==> src/common/dct_pkg.sv <==
// constants shared by the dual counter/timer carrier unit
// assumes a plain register port with byte-wide data and 8-bit address
package dct_pkg;

    // ****************************************
    // register offsets
    // ****************************************
    localparam logic [7:0] DCT_SHORT_CTRL_OFF  = 8'h00;
    localparam logic [7:0] DCT_SHARED_CTRL_OFF = 8'h01;
    localparam logic [7:0] DCT_LONG_CTRL_OFF   = 8'h02;
    localparam logic [7:0] DCT_SHORT_LOW_OFF   = 8'h04;
    localparam logic [7:0] DCT_SHORT_HIGH_OFF  = 8'h05;
    localparam logic [7:0] DCT_LONG_LOW_OFF    = 8'h06;
    localparam logic [7:0] DCT_LONG_HIGH_OFF   = 8'h07;
    localparam logic [7:0] DCT_CAPT_LOW_OFF    = 8'h08;
    localparam logic [7:0] DCT_CAPT_HIGH_OFF   = 8'h09;

    // ****************************************
    // control field positions
    // ****************************************
    localparam int DCT_RUN_BIT      = 7;
    localparam int DCT_SINGLE_BIT   = 6;
    localparam int DCT_FLAG_BIT     = 5;
    localparam int DCT_PRESC_HI     = 4;
    localparam int DCT_PRESC_LO     = 3;
    localparam int DCT_CAPMASK_BIT  = 2;
    localparam int DCT_TOMASK_BIT   = 1;
    localparam int DCT_ROUTE_BIT    = 0;
    // shared control
    localparam int DCT_MEASURE_BIT  = 7;
    localparam int DCT_SRCSEL_BIT   = 6;
    localparam int DCT_EDGE_HI      = 5;
    localparam int DCT_EDGE_LO      = 4;
    localparam int DCT_ALT_HI       = 3;
    localparam int DCT_ALT_LO       = 2;
    localparam int DCT_SHORT_INIT   = 1;
    localparam int DCT_LONG_INIT    = 0;

    // ****************************************
    // encodings and reset values
    // ****************************************
    localparam logic [1:0] DCT_ALT_MODE    = 2'h1;
    localparam logic [1:0] DCT_EDGE_FALL   = 2'h0;
    localparam logic [1:0] DCT_EDGE_RISE   = 2'h1;
    localparam logic [1:0] DCT_EDGE_BOTH   = 2'h2;
    localparam logic [1:0] DCT_PRESC_RST   = 2'h0;
    localparam logic [7:0] DCT_BYTE_RST    = 8'h00;
    localparam logic [15:0] DCT_WORD_RST   = 16'h0000;
    localparam logic [15:0] DCT_WORD_WRAP  = 16'hFFFF;
    localparam logic [7:0] DCT_SHORT_TERM  = 8'h01;
    localparam logic [15:0] DCT_LONG_TERM  = 16'h0001;

endpackage

==> src/core/dct_timer.sv <==
// dual counter/timer carrier unit: 8-bit and 16-bit down counters
// assumes synchronous pin inputs and a plain one-cycle register port
//
// Functional notes
// - on enable the short output takes its initial level before counting
// - load takes low hold when output is 0, high hold when 1
// - one-shot short counter stops at zero, toggles, flags, interrupts
// - auto-reload first terminal count toggles only, reloads by level
// - auto-reload second terminal count toggles, flags and interrupts
// - hold registers writable anytime, used at next load
// - loaded zero wraps to FFh and is no timeout
// - two-bit field selects full, half, quarter, eighth clock rate
// - bit 2 masks capture interrupt, bit 1 masks timeout interrupt
// - flag, clock select and masks survive stop-mode recovery
// - bit 0 routes short output onto port3 pin4
// - measure one-shot ignores edges after the first, keeps counting
// - short timeout makes long counter capture without reload
// - writing one-shot 0 then 1 rearms one capture and reload
// - measure-mode long counter wraps from zero to FFFFh, flags and interrupts
// - short terminal count hands over to the long counter
// - long terminal count stops and re-enables the short counter
// - writing 00 to the mode field ends alternating operation
// - initial-level bit picks low when 0, high when 1
// - mode bit picks waveform when 0, measure when 1

`timescale 1ns/1ns

module dct_timer
    import dct_pkg::*;
(
    input  wire logic       CLOCK_I,
    input  wire logic       RST_N_I,
    input  wire logic       CE_I,
    input  wire logic       STOP_RECOVER_I,
    input  wire logic [7:0] ADDR_I,
    input  wire logic [7:0] WDATA_I,
    input  wire logic       WR_I,
    input  wire logic       RD_I,
    input  wire logic       PORT3_PIN1_I,
    input  wire logic       PORT2_PIN0_I,
    input  wire logic       PORT3_DATA4_I,
    input  wire logic       PORT3_DATA5_I,
    output logic      [7:0] RDATA_O,
    output logic            PORT3_PIN4_O,
    output logic            PORT3_PIN5_O,
    output logic            SHORT_TIMEOUT_IRQ_O,
    output logic            LONG_TIMEOUT_IRQ_O,
    output logic            CAPTURE_IRQ_O
);

    // ****************************************
    // reset release
    // ****************************************
    logic       rst_meta_n;
    logic       rst_n;

    always_ff @(posedge CLOCK_I or negedge RST_N_I) begin
        if (!RST_N_I) begin
            rst_meta_n <= 1'b0;
            rst_n      <= 1'b0;
        end else begin
            rst_meta_n <= 1'b1;
            rst_n      <= rst_meta_n;
        end
    end

    // ****************************************
    // register state
    // ****************************************
    logic       s_run;
    logic       s_single;
    logic       s_flag;
    logic [1:0] presc_sel;
    logic       cap_mask;
    logic       s_to_mask;
    logic       s_route;
    logic [7:0] shared_ctl;
    logic       l_run;
    logic       l_single;
    logic       l_flag;
    logic       l_to_mask;
    logic       l_route;
    logic [7:0] short_low_hold;
    logic [7:0] short_high_hold;
    logic [7:0] long_low_hold;
    logic [7:0] long_high_hold;
    logic [15:0] capt;

    // ****************************************
    // counting state
    // ****************************************
    logic [2:0]  presc_cnt;
    logic        s_run_q;
    logic        l_run_q;
    logic [7:0]  s_cnt;
    logic [15:0] l_cnt;
    logic        short_output_level;
    logic        long_output_level;
    logic        s_half;
    logic        l_armed;
    logic        pin_q;

    // ****************************************
    // register decode
    // ****************************************
    wire wr_sc  = WR_I && (ADDR_I == DCT_SHORT_CTRL_OFF);
    wire wr_sh  = WR_I && (ADDR_I == DCT_SHARED_CTRL_OFF);
    wire wr_lc  = WR_I && (ADDR_I == DCT_LONG_CTRL_OFF);
    wire wr_sl  = WR_I && (ADDR_I == DCT_SHORT_LOW_OFF);
    wire wr_shh = WR_I && (ADDR_I == DCT_SHORT_HIGH_OFF);
    wire wr_ll  = WR_I && (ADDR_I == DCT_LONG_LOW_OFF);
    wire wr_lh  = WR_I && (ADDR_I == DCT_LONG_HIGH_OFF);

    wire [7:0] sc_rd = {s_run, s_single, s_flag, presc_sel,
                        cap_mask, s_to_mask, s_route};
    wire [7:0] lc_rd = {l_run, l_single, l_flag, 3'h0,
                        l_to_mask, l_route};

    wire [7:0] rd_mux =
        (ADDR_I == DCT_SHORT_CTRL_OFF)  ? sc_rd :
        (ADDR_I == DCT_SHARED_CTRL_OFF) ? shared_ctl :
        (ADDR_I == DCT_LONG_CTRL_OFF)   ? lc_rd :
        (ADDR_I == DCT_SHORT_LOW_OFF)   ? short_low_hold :
        (ADDR_I == DCT_SHORT_HIGH_OFF)  ? short_high_hold :
        (ADDR_I == DCT_LONG_LOW_OFF)    ? long_low_hold :
        (ADDR_I == DCT_LONG_HIGH_OFF)   ? long_high_hold :
        (ADDR_I == DCT_CAPT_LOW_OFF)    ? capt[7:0] :
        (ADDR_I == DCT_CAPT_HIGH_OFF)   ? capt[15:8] :
                                          DCT_BYTE_RST;

    // ****************************************
    // mode decode
    // ****************************************
    // mode select
    wire measure = shared_ctl[DCT_MEASURE_BIT];
    // alternating only valid in waveform mode
    wire alt = !measure &&
               (shared_ctl[DCT_ALT_HI:DCT_ALT_LO] == DCT_ALT_MODE);
    wire [1:0] edge_sel = shared_ctl[DCT_EDGE_HI:DCT_EDGE_LO];
    wire s_init = shared_ctl[DCT_SHORT_INIT];
    wire l_init = shared_ctl[DCT_LONG_INIT];

    // ****************************************
    // prescaler
    // ****************************************
    // tick every 1, 2, 4 or 8 clocks
    wire [2:0] presc_mask = 3'((4'h1 << presc_sel) - 4'h1);
    wire       tick = ((presc_cnt & presc_mask) == presc_mask);

    // ****************************************
    // short counter
    // ****************************************
    // start cycle after the run bit rises
    wire s_start = s_run && !s_run_q;
    wire s_tick  = s_run && s_run_q && tick;
    // only 1 -> 0 is terminal, 0 wraps to FFh
    wire s_term  = s_tick && (s_cnt == DCT_SHORT_TERM);
    // auto-reload: only the second half flags
    wire s_flag_set = s_term && (s_single || s_half);
    wire s_stop     = s_term && s_single;
    wire s_new_lvl  = !short_output_level;
    wire [7:0] s_load_init = s_init ? short_high_hold : short_low_hold;
    wire [7:0] s_load_next = s_new_lvl ? short_high_hold : short_low_hold;
    wire [7:0] next_s_cnt =
        s_start ? s_load_init :
        s_term  ? s_load_next :
        s_tick  ? 8'(s_cnt - 8'h01) : s_cnt;

    // ****************************************
    // long counter
    // ****************************************
    wire l_start = l_run && !l_run_q;
    wire l_tick  = l_run && l_run_q && tick;
    wire [15:0] l_hold = {long_high_hold, long_low_hold};
    wire l_wterm = !measure && l_tick && (l_cnt == DCT_LONG_TERM);
    wire l_wrap  = measure && l_tick && (l_cnt == DCT_WORD_RST);
    wire l_flag_set = l_wterm || l_wrap;
    wire l_stop  = l_wterm && l_single;

    // input edge detect on the selected source
    wire pin_now = shared_ctl[DCT_SRCSEL_BIT] ? PORT2_PIN0_I : PORT3_PIN1_I;
    wire rise    = pin_now && !pin_q;
    wire fall    = !pin_now && pin_q;
    wire edge_hit = (edge_sel == DCT_EDGE_RISE) ? rise :
                    (edge_sel == DCT_EDGE_FALL) ? fall :
                    (edge_sel == DCT_EDGE_BOTH) ? (rise || fall) : 1'b0;
    // one-shot accepts only the armed edge
    wire l_edge = measure && l_run && edge_hit && (!l_single || l_armed);
    wire l_tocap = measure && l_single && l_run && s_flag_set;
    wire capture = l_edge || l_tocap;
    // one-shot bit written 0 then 1 rearms
    wire l_rearm = wr_lc && WDATA_I[DCT_SINGLE_BIT] && !l_single;

    wire [15:0] next_l_cnt =
        (l_start && !measure) ? l_hold :
        l_edge  ? l_hold :
        l_wterm ? l_hold :
        l_wrap  ? DCT_WORD_WRAP :
        l_tick  ? 16'(l_cnt - 16'h0001) : l_cnt;

    // ****************************************
    // run bits with hand-over
    // ****************************************
    // short terminal in alternating hands over
    wire to_long  = alt && s_stop;
    // long terminal in alternating hands back
    wire to_short = alt && l_stop;

    wire next_s_run =
        to_short ? 1'b1 :
        s_stop   ? 1'b0 :
        wr_sc    ? WDATA_I[DCT_RUN_BIT] : s_run;
    wire next_l_run =
        to_long  ? 1'b1 :
        l_stop   ? 1'b0 :
        wr_lc    ? WDATA_I[DCT_RUN_BIT] : l_run;

    // flags: hardware set beats the clearing write
    wire next_s_flag = s_flag_set ||
        (s_flag && !(wr_sc && WDATA_I[DCT_FLAG_BIT]));
    wire next_l_flag = l_flag_set ||
        (l_flag && !(wr_lc && WDATA_I[DCT_FLAG_BIT]));

    wire next_pin4 = s_route ? short_output_level : PORT3_DATA4_I;
    wire next_pin5 = l_route ? long_output_level : PORT3_DATA5_I;

    // ****************************************
    // control registers
    // ****************************************
    // kept through stop recovery, power-on only
    always_ff @(posedge CLOCK_I or negedge rst_n) begin
        if (!rst_n) begin
            s_flag    <= 1'b0;
            presc_sel <= DCT_PRESC_RST;
            cap_mask  <= 1'b0;
            s_to_mask <= 1'b0;
            l_flag    <= 1'b0;
            l_to_mask <= 1'b0;
        end else if (CE_I) begin
            s_flag <= next_s_flag;
            l_flag <= next_l_flag;
            if (wr_sc) begin
                presc_sel <= WDATA_I[DCT_PRESC_HI:DCT_PRESC_LO];
                cap_mask  <= WDATA_I[DCT_CAPMASK_BIT];
                s_to_mask <= WDATA_I[DCT_TOMASK_BIT];
            end
            if (wr_lc) begin
                l_to_mask <= WDATA_I[DCT_TOMASK_BIT];
            end
        end
    end

    // stop recovery returns these to defaults
    always_ff @(posedge CLOCK_I or negedge rst_n) begin
        if (!rst_n) begin
            s_run    <= 1'b0;
            s_single <= 1'b0;
            s_route  <= 1'b0;
            l_run    <= 1'b0;
            l_single <= 1'b0;
            l_route  <= 1'b0;
        end else if (CE_I) begin
            if (STOP_RECOVER_I) begin
                s_run    <= 1'b0;
                s_single <= 1'b0;
                s_route  <= 1'b0;
                l_run    <= 1'b0;
                l_single <= 1'b0;
                l_route  <= 1'b0;
            end else begin
                s_run <= next_s_run;
                l_run <= next_l_run;
                if (wr_sc) begin
                    s_single <= WDATA_I[DCT_SINGLE_BIT];
                    s_route  <= WDATA_I[DCT_ROUTE_BIT];
                end
                if (wr_lc) begin
                    l_single <= WDATA_I[DCT_SINGLE_BIT];
                    l_route  <= WDATA_I[DCT_ROUTE_BIT];
                end
            end
        end
    end

    // hold registers accepted at any time
    always_ff @(posedge CLOCK_I or negedge rst_n) begin
        if (!rst_n) begin
            shared_ctl      <= DCT_BYTE_RST;
            short_low_hold  <= DCT_BYTE_RST;
            short_high_hold <= DCT_BYTE_RST;
            long_low_hold   <= DCT_BYTE_RST;
            long_high_hold  <= DCT_BYTE_RST;
        end else if (CE_I) begin
            if (wr_sh)
                shared_ctl <= WDATA_I;
            if (wr_sl)
                short_low_hold <= WDATA_I;
            if (wr_shh)
                short_high_hold <= WDATA_I;
            if (wr_ll)
                long_low_hold <= WDATA_I;
            if (wr_lh)
                long_high_hold <= WDATA_I;
        end
    end

    // ****************************************
    // short counter datapath
    // ****************************************
    always_ff @(posedge CLOCK_I or negedge rst_n) begin
        if (!rst_n) begin
            presc_cnt          <= 3'h0;
            s_run_q            <= 1'b0;
            s_cnt              <= DCT_BYTE_RST;
            short_output_level <= 1'b0;
            s_half             <= 1'b0;
        end else if (CE_I) begin
            // free-running so every rate shares one divider
            presc_cnt <= 3'(presc_cnt + 3'h1);
            s_run_q   <= s_run;
            s_cnt     <= next_s_cnt;
            if (s_start) begin
                short_output_level <= s_init;
                s_half             <= 1'b0;
            end else if (s_term) begin
                short_output_level <= s_new_lvl;
                s_half             <= !s_half;
            end
        end
    end

    // ****************************************
    // long counter datapath
    // ****************************************
    always_ff @(posedge CLOCK_I or negedge rst_n) begin
        if (!rst_n) begin
            l_run_q           <= 1'b0;
            l_cnt             <= DCT_WORD_RST;
            long_output_level <= 1'b0;
            l_armed           <= 1'b0;
            pin_q             <= 1'b0;
            capt              <= DCT_WORD_RST;
        end else if (CE_I) begin
            l_run_q <= l_run;
            l_cnt   <= next_l_cnt;
            pin_q   <= pin_now;
            if (l_start && !measure)
                long_output_level <= l_init;
            else if (l_wterm)
                long_output_level <= !long_output_level;
            // rearm, cleared by the edge it takes
            if (l_rearm || l_start)
                l_armed <= 1'b1;
            else if (l_edge)
                l_armed <= 1'b0;
            if (capture)
                capt <= l_cnt;
        end
    end

    // ****************************************
    // registered outputs
    // ****************************************
    always_ff @(posedge CLOCK_I or negedge rst_n) begin
        if (!rst_n) begin
            RDATA_O             <= DCT_BYTE_RST;
            PORT3_PIN4_O        <= 1'b0;
            PORT3_PIN5_O        <= 1'b0;
            SHORT_TIMEOUT_IRQ_O <= 1'b0;
            LONG_TIMEOUT_IRQ_O  <= 1'b0;
            CAPTURE_IRQ_O       <= 1'b0;
        end else if (CE_I) begin
            RDATA_O             <= RD_I ? rd_mux : DCT_BYTE_RST;
            PORT3_PIN4_O        <= next_pin4;
            PORT3_PIN5_O        <= next_pin5;
            SHORT_TIMEOUT_IRQ_O <= s_flag_set && s_to_mask;
            LONG_TIMEOUT_IRQ_O  <= l_flag_set && l_to_mask;
            CAPTURE_IRQ_O       <= capture && cap_mask;
        end
    end

endmodule

==> config.mk <==
export PLATFORM = sky130hd
export DESIGN_NAME = dct_timer
export DESIGN_NICKNAME = d
export VERILOG_FILES = /design/src/common/dct_pkg.sv /design/src/core/dct_timer.sv
export SDC_FILE = /design/constraint.sdc
export NUM_CORES = 1
export LEC_CHECK = 0
export BUFFER_PORTS_ARGS = -buffer_cell sky130_fd_sc_hd__buf_4
export CAP_MARGIN = 20
export CORE_ASPECT_RATIO = 1.25
export CORE_UTILIZATION = 24
export CTS_BUF_LIST = sky130_fd_sc_hd__clkbuf_4 sky130_fd_sc_hd__clkbuf_8
export DETAILED_ROUTE_END_ITERATION = 10
export MAX_ROUTING_LAYER = met4
export PLACE_DENSITY = 0.35
export SETUP_SLACK_MARGIN = 0.02
export SLEW_MARGIN = 20
export SYNTH_ARGS = -nofsm -noshare
export SYNTH_HDL_FRONTEND = slang
export SYNTH_SLANG_ARGS = --single-unit
==> constraint.sdc <==
create_clock -name CLOCK_I -period 7.1 [get_ports CLOCK_I]
set_input_delay 1.42 -clock CLOCK_I [delete_from_list [all_inputs] [get_ports CLOCK_I]]
set_output_delay 1.42 -clock CLOCK_I [all_outputs]
set_load 0.05 [all_outputs]
==> results of run 1 <==
-- sequential cells by signal, summed over array words and instances (netlist names), 2 cells and up --
signal and cells:
short_low_hold 8, long_low_hold 8, presc_sel 2, shared_ctl 8, presc_cnt 3, RDATA_O 8
long_high_hold 8, s_cnt 8, short_high_hold 8, capt 16, l_cnt 16
-- power by group through the flow --
stage,Sequential [mW],Combinational (mW),Clock [mW]
final,0.898,0.425,0.606
after global routing,0.915,0.473,0.660
after CTS,0.899,0.427,0.629
after detailed placement,0.912,0.425,0
after global placement,0.913,0.428,0
after floorplan,0.861,0.317,0
-- synth_stat cells, types with 12 or more instances --
cell type / number / share of area (%)
inv_1: 29 / 1.6
nor3_1: 25 / 1.9
mux2_2: 52 / 8.9
a21oi_1: 33 / 2.5
nand3_1: 17 / 1.3
nand2_1: 54 / 3.1
mux2i_1: 22 / 3.3
clkbuf_1: 17 / 0.97
o21ai_0: 35 / 2.7
dfrtp_1: 118 / 45
o22ai_1: 12 / 1.1
nor2_1: 42 / 2.4
-- cell families (layout without fill, tap and decap cells) --
| family | after synthesis | after routing | share of synthesized area (%) |
|---|---|---|---|
| adders and majority gates | 8 | 8 | 1.51 |
| AOI/OAI and AO/OA | 180 | 180 | 19.1 |
| DFF | 118 | 118 | 44.7 |
| muxes | 84 | 84 | 14.5 |
| other | 1 | 1 | 0.0568 |
| and+or+nand+nor | 194 | 194 | 15.3 |
| buffers and inverters | 58 | 104 | 3.64 |
| xor gates and xnor gates | 9 | 9 | 1.19 |
-- critical path, cell delays in order --
cell	delay, ns
buf_4	0.10
mux2i_1	0.25
ha_1	0.29
a221o_1	0.40
o21ai_0	0.68
nor2_2	0.36
o221ai_2	0.26
o211ai_1	0.13
-- stage by stage --
step           hold slack [ns]  util, %
2_1_floorplan            0.331        -
3_3_place_gp             0.336     26.9
3_5_place_dp             0.336     26.9
4_1_cts                  0.354     28.3
5_1_grt                  0.376     28.4
6_report                 0.352     28.4
-- per-layer routing --
metal	routed length, um	GRT usage, %	vias up
li1	-	-	2519
met1	10300	22.3	2720
met2	12000	29.8	107
met3	663	2.97	25
met4	510	5.87	0
met5	0	-	-
-- final cells by class --
| type | instances | area [um^2] |
|---|---|---|
| Clock buffer | 21 | 283 |
| Tap cell | 345 | 432 |
| Clock inverter | 11 | 100 |
| Inverter | 29 | 109 |
| Fill cell | 2827 | 19300 |
| Timing Repair Buffer | 43 | 323 |
| Multi-Input combinational cell | 476 | 3430 |
| Sequential cell | 118 | 2960 |
-- worst min-delay path by stage --
stage | cells past startpoint | endpoint | startpoint | slack [ns]
2_1_floorplan | 0 | rst_n | rst_meta_n | 0.33
3_3_place_gp | 0 | rst_n | rst_meta_n | 0.34
3_5_place_dp | 0 | rst_n | rst_meta_n | 0.34
4_1_cts | 0 | rst_n | rst_meta_n | 0.35
5_1_grt | 0 | rst_n | rst_meta_n | 0.38
6_report | 0 | rst_n | rst_meta_n | 0.35
==> flow_metrics.tcl, run 1 <==
set metrics [dict create \
    wl_per_cell_um 22.5 \
    pwr-share-clk_pct 31.4 \
    grt_pass1_wl_mm 36.1 \
    grt_max_degree 60 \
    synthFlopType "dfrtp_1" \
    grt.overflow.total 0 \
    worstSetupEndpointType "flip-flop" \
    via_count 5371 \
    dp.cells 1011 \
    regToRegSetupSlack_ns 4.03 \
    ir_drop_uv 81.0 \
    hold_path_class "flip-flop to flip-flop" \
    coreArea_um2 26900 \
    setup_ws_ns 3.50 \
    cts_hold_buf 0 \
    area_growth_pct 15.5 \
    io_buffers 38 \
    track_usage_pct 18.1 \
    ant_nets 0 \
    layout_commonest_cell "dfrtp_1" \
    cts.sinks 118 \
    hold_violations 0 \
    fmax_mhz 278 \
    yosysUniqueCellTypes 72 \
    ioPinCount 39 \
    worst_pin_slew_ns 1.16 \
    drtPass1Iterations 4 \
    seq_power_share_pct 46.6 \
    status "finished, final reports clean" \
    p_leak_nw 3.23 \
    power.density_nw_per_um2 253 \
    switching_power_uw 677 \
    gp_congestion 0.880 \
    cts_buffers 17 \
    setup_viol 0 \
    die_y_um 188 \
    synth_area_per_cell_um2 10.1 \
    fin_cells 1043 \
    final_area_um2 7630 \
    pre_cts_ws_ns 2.93 \
    clk_latency_ns 0.45 \
    slew_violations 0 \
    rsz0062_at_grt "no" \
    drv_cap 0 \
    ys_warn_count 0 \
    cts_root_buf "clkbuf_8" \
    cts.htree.levels 4 \
    route.detailed.drc 0 \
    synthArstFlopShare_pct 100 \
    fin_skew_ns 0.0177 \
    ys_seq_elements 118 \
    drt_iter0_markers 277 \
    clk_pin_slew_worst_paths_ns 0.07 \
    die-area_um2 28200 \
    path_class "primary input to flip-flop" \
    layout.nets 719 \
    die_x_um 150 \
    syn_nets 686 \
    drive_above_1_share_pct 22.3 \
    start_util_pct 24.6 \
    combPwrFrac_pct 22.0 \
    cp.arrival_ns 3.91 \
    syn_area_um2 6610 \
    diodes 0 \
    placed_area_um2 7230 \
    cp_max_fo 18 \
    r2r-end "l_cnt[11]" \
    crit_start "PORT2_PIN0_I" \
    fin_crit_sh_pct 50.7 \
    clk_path_buf_depth 2 \
    avgViaCountPerCell 5.15 \
    reg2regPathDepth 7 \
    antenna_found_initial 0 \
    relSlewSlack_pct 22.3 \
    drt-total-wl_mm 23.5 \
    synth_edf_count 0 \
    mostFrequentLayoutCells "117 x dfrtp_1, 54 x nand2_1, 52 x mux2_2, 43 x buf_4, 42 x nor2_1" \
    postCtsSetupBuffers 0 \
    total_power_mw 1.93 \
    cp_data_required_time_ns 7.41 \
    grt_pass1_vias 5510 \
    start_kind "primary input" \
    intPower_mw 1.25 \
    synth-seq-area-share_pct 44.7 \
    cts_tree "built" \
    synthesis.instances 652 \
    hpwlAfterDp_mm 17.4 \
    post-route-min-period_ns 3.60 \
    ctsResizeCount 0 \
    critPathCapture "l_cnt[11]" \
    r2r-start "shared_ctl[6]" \
    finalSetupTns_ns 0 \
    switching_share_pct 35.1 \
    rows 67 \
]
No activity file was read; power rests on OpenSTA's default activity.
==> inputs of run 2 (changes only) <==
--- a/config.mk
+++ b/config.mk
@@ -12,7 +12,7 @@
 export CTS_BUF_LIST = sky130_fd_sc_hd__clkbuf_4 sky130_fd_sc_hd__clkbuf_8
 export DETAILED_ROUTE_END_ITERATION = 10
 export MAX_ROUTING_LAYER = met4
-export PLACE_DENSITY = 0.35
+export PLACE_DENSITY = 0.37
 export SETUP_SLACK_MARGIN = 0.02
 export SLEW_MARGIN = 20
 export SYNTH_ARGS = -nofsm -noshare
==> constraint.sdc (replaced) <==
create_clock -name CLOCK_I -period 3.1 [get_ports CLOCK_I]
set_input_delay 0.62 -clock CLOCK_I [delete_from_list [all_inputs] [get_ports CLOCK_I]]
set_output_delay 0.62 -clock CLOCK_I [all_outputs]
set_load 0.05 [all_outputs]
==> flow_metrics.tcl, run 2 (synthesis gave the netlist of run 1 again) <==
set metrics [dict create \
    top_regs "capt x16, l_cnt x16" \
    rows 67 \
    layout.nets 745 \
    area_growth_pct 19.4 \
    coreArea_um2 26900 \
    avgViaCountPerCell 5.11 \
    clk_latency_ns 0.45 \
    drt-total-wl_mm 23.2 \
    clk_path_buf_depth 2 \
    combPwrFrac_pct 21.4 \
    gp_congestion 0.905 \
    intPower_mw 3.10 \
    path_class "flip-flop to flip-flop" \
    layout_commonest_cell "dfrtp_1" \
    hold_path_class "flip-flop to asynchronous set/reset pin" \
    track_usage_pct 17.9 \
    mostFrequentLayoutCells "117 x dfrtp_1, 67 x buf_4, 54 x nand2_1, 52 x mux2_2, 42 x nor2_1" \
    io_buffers 38 \
    grt_max_degree 56 \
    critPathMaxStageDelay_ns 0.72 \
    relSlewSlack_pct 51.4 \
    fin_cells 1069 \
    drtPass1Iterations 5 \
    clk_pin_slew_worst_paths_ns 0.09 \
    cts_tree "built" \
    power.density_nw_per_um2 593 \
    regToRegSetupSlack_ns 0.37 \
    cts_buffers 17 \
    hpwlAfterDp_mm 17.6 \
    worst_pin_slew_ns 0.729 \
    fin_skew_ns 0.0199 \
    grt.overflow.total 0 \
    dp.cells 1036 \
    r2r-end "capt[8]" \
    via_count 5459 \
    die_y_um 188 \
    p_leak_nw 3.40 \
    setup_viol 0 \
    fin_crit_sh_pct 88.0 \
    start_util_pct 24.6 \
    fmax_mhz 366 \
    cts.sinks 118 \
    antenna_found_initial 0 \
    cts_root_buf "clkbuf_8" \
    drt_iter0_markers 312 \
    grt_pass1_wl_mm 36.0 \
    cp_max_fo 16 \
    drive_above_1_share_pct 24.9 \
    reg2regPathDepth 7 \
    cts.htree.levels 4 \
    cp.arrival_ns 3.06 \
    route.detailed.drc 0 \
    worstSetupEndpointType "flip-flop" \
    grt_pass1_vias 5789 \
    crit_chain "nor2b_1, o21a_1, or4_1, nor4_4, o21ai_2, buf_4, mux2_4" \
    status "finished, final reports clean" \
    hold_violations 0 \
    finalSetupTns_ns 0 \
    slew_violations 0 \
    pwr-share-clk_pct 34.7 \
    ctsResizeCount 0 \
    cp_slowest_cell "or4_1" \
    diodes 0 \
    start_kind "flip-flop" \
    switching_power_mw 1.58 \
    seq_power_share_pct 43.9 \
    switching_share_pct 33.8 \
    ir_drop_uv 238 \
    postCtsSetupBuffers 0 \
    r2r-start "presc_sel[1]" \
    wl_per_cell_um 21.7 \
    fillers 2824 \
    cp_data_required_time_ns 3.43 \
    die-area_um2 28200 \
    rsz0062_at_grt "no" \
    die_x_um 150 \
    ioPinCount 39 \
    ant_nets 0 \
    drv_cap 0 \
    post-route-min-period_ns 2.73 \
]
[run 2: changes by cell type in the layout (fill, tap and decap cells not counted), sizes merged]
cell | before | now
bufinv | 1 | 4
clkbuf | 21 | 18
buf | 43 | 68
clkinvlp | 5 | 4
dlygate4sd3 | 0 | 1
clkinv | 4 | 3
inv | 30 | 32
[run 2: through the flow]
step	hold slack [ns]	area [um^2]	power (mW)	util [%]	setup WS [ns]
finish	0.331	7890	4.68	29.3	0.371
global route	0.378	7890	4.95	29.3	0.248
CTS	0.357	7890	4.75	29.3	0.346
detailed placement	0.336	7430	3.10	27.6	0.245
global placement	0.338	7430	3.09	27.6	0.242
floorplan	0.324	6610	2.70	-	0.287
[run 2: worst max path at each step]
stage	to	cells past startpoint	slack, ns	startpoint
floorplan	l_cnt[0]	9	0.29	PORT2_PIN0_I
global placement	shared_ctl[5]	6	0.24	ADDR_I[5]
detailed placement	shared_ctl[2]	6	0.25	ADDR_I[5]
CTS	capt[8]	7	0.35	presc_sel[1]
global route	capt[5]	7	0.25	presc_sel[1]
finish	capt[8]	7	0.37	presc_sel[1]
[run 2: critical path: cells and delay by family, from the launching register on]
kind                   cells  cell delay (ns)
AOI/OAI and AO/OA          2             0.36
buffers and inverters      1             0.24
DFF                        1             0.43
muxes                      1             0.32
and+or+nand+nor            3             1.23
[run 2: power by group through the flow]
| stage | logic, mW | registers, mW | clock network (mW) |
|---|---|---|---|
| after floorplan | 0.725 | 1.97 | 0 |
| after detailed placement | 1.00 | 2.09 | 0 |
| after global routing | 1.11 | 2.09 | 1.75 |
| after global placement | 1.01 | 2.09 | 0 |
| after CTS | 1.01 | 2.06 | 1.67 |
| final | 1.00 | 2.05 | 1.62 |
[run 2: cell type report]
cell class	count	area, um^2	area share [%]
repair buffers	69	533	6.75
clock buffers	18	248	3.14
well taps	345	432	5.47
multi-input cells	476	3410	43.3
clock inverters	14	199	2.52
inverters	29	109	1.38
flip-flops and latches	118	2960	37.5
[run 2: what timing repair did]
item                       CTS  global route
hold buffers                 1             0
setup endpoints to repair    0             0
hold endpoints to repair     2             0
[run 2: layer usage]
layer	share of wire, %	vias up	wire length (um)	track usage, %
li1	-	2551	-	-
met1	42	2771	9820	20.7
met2	53	109	12300	31.3
met3	2.7	28	629	2.41
met4	2.1	0	486	5.94
met5	0	-	0	-
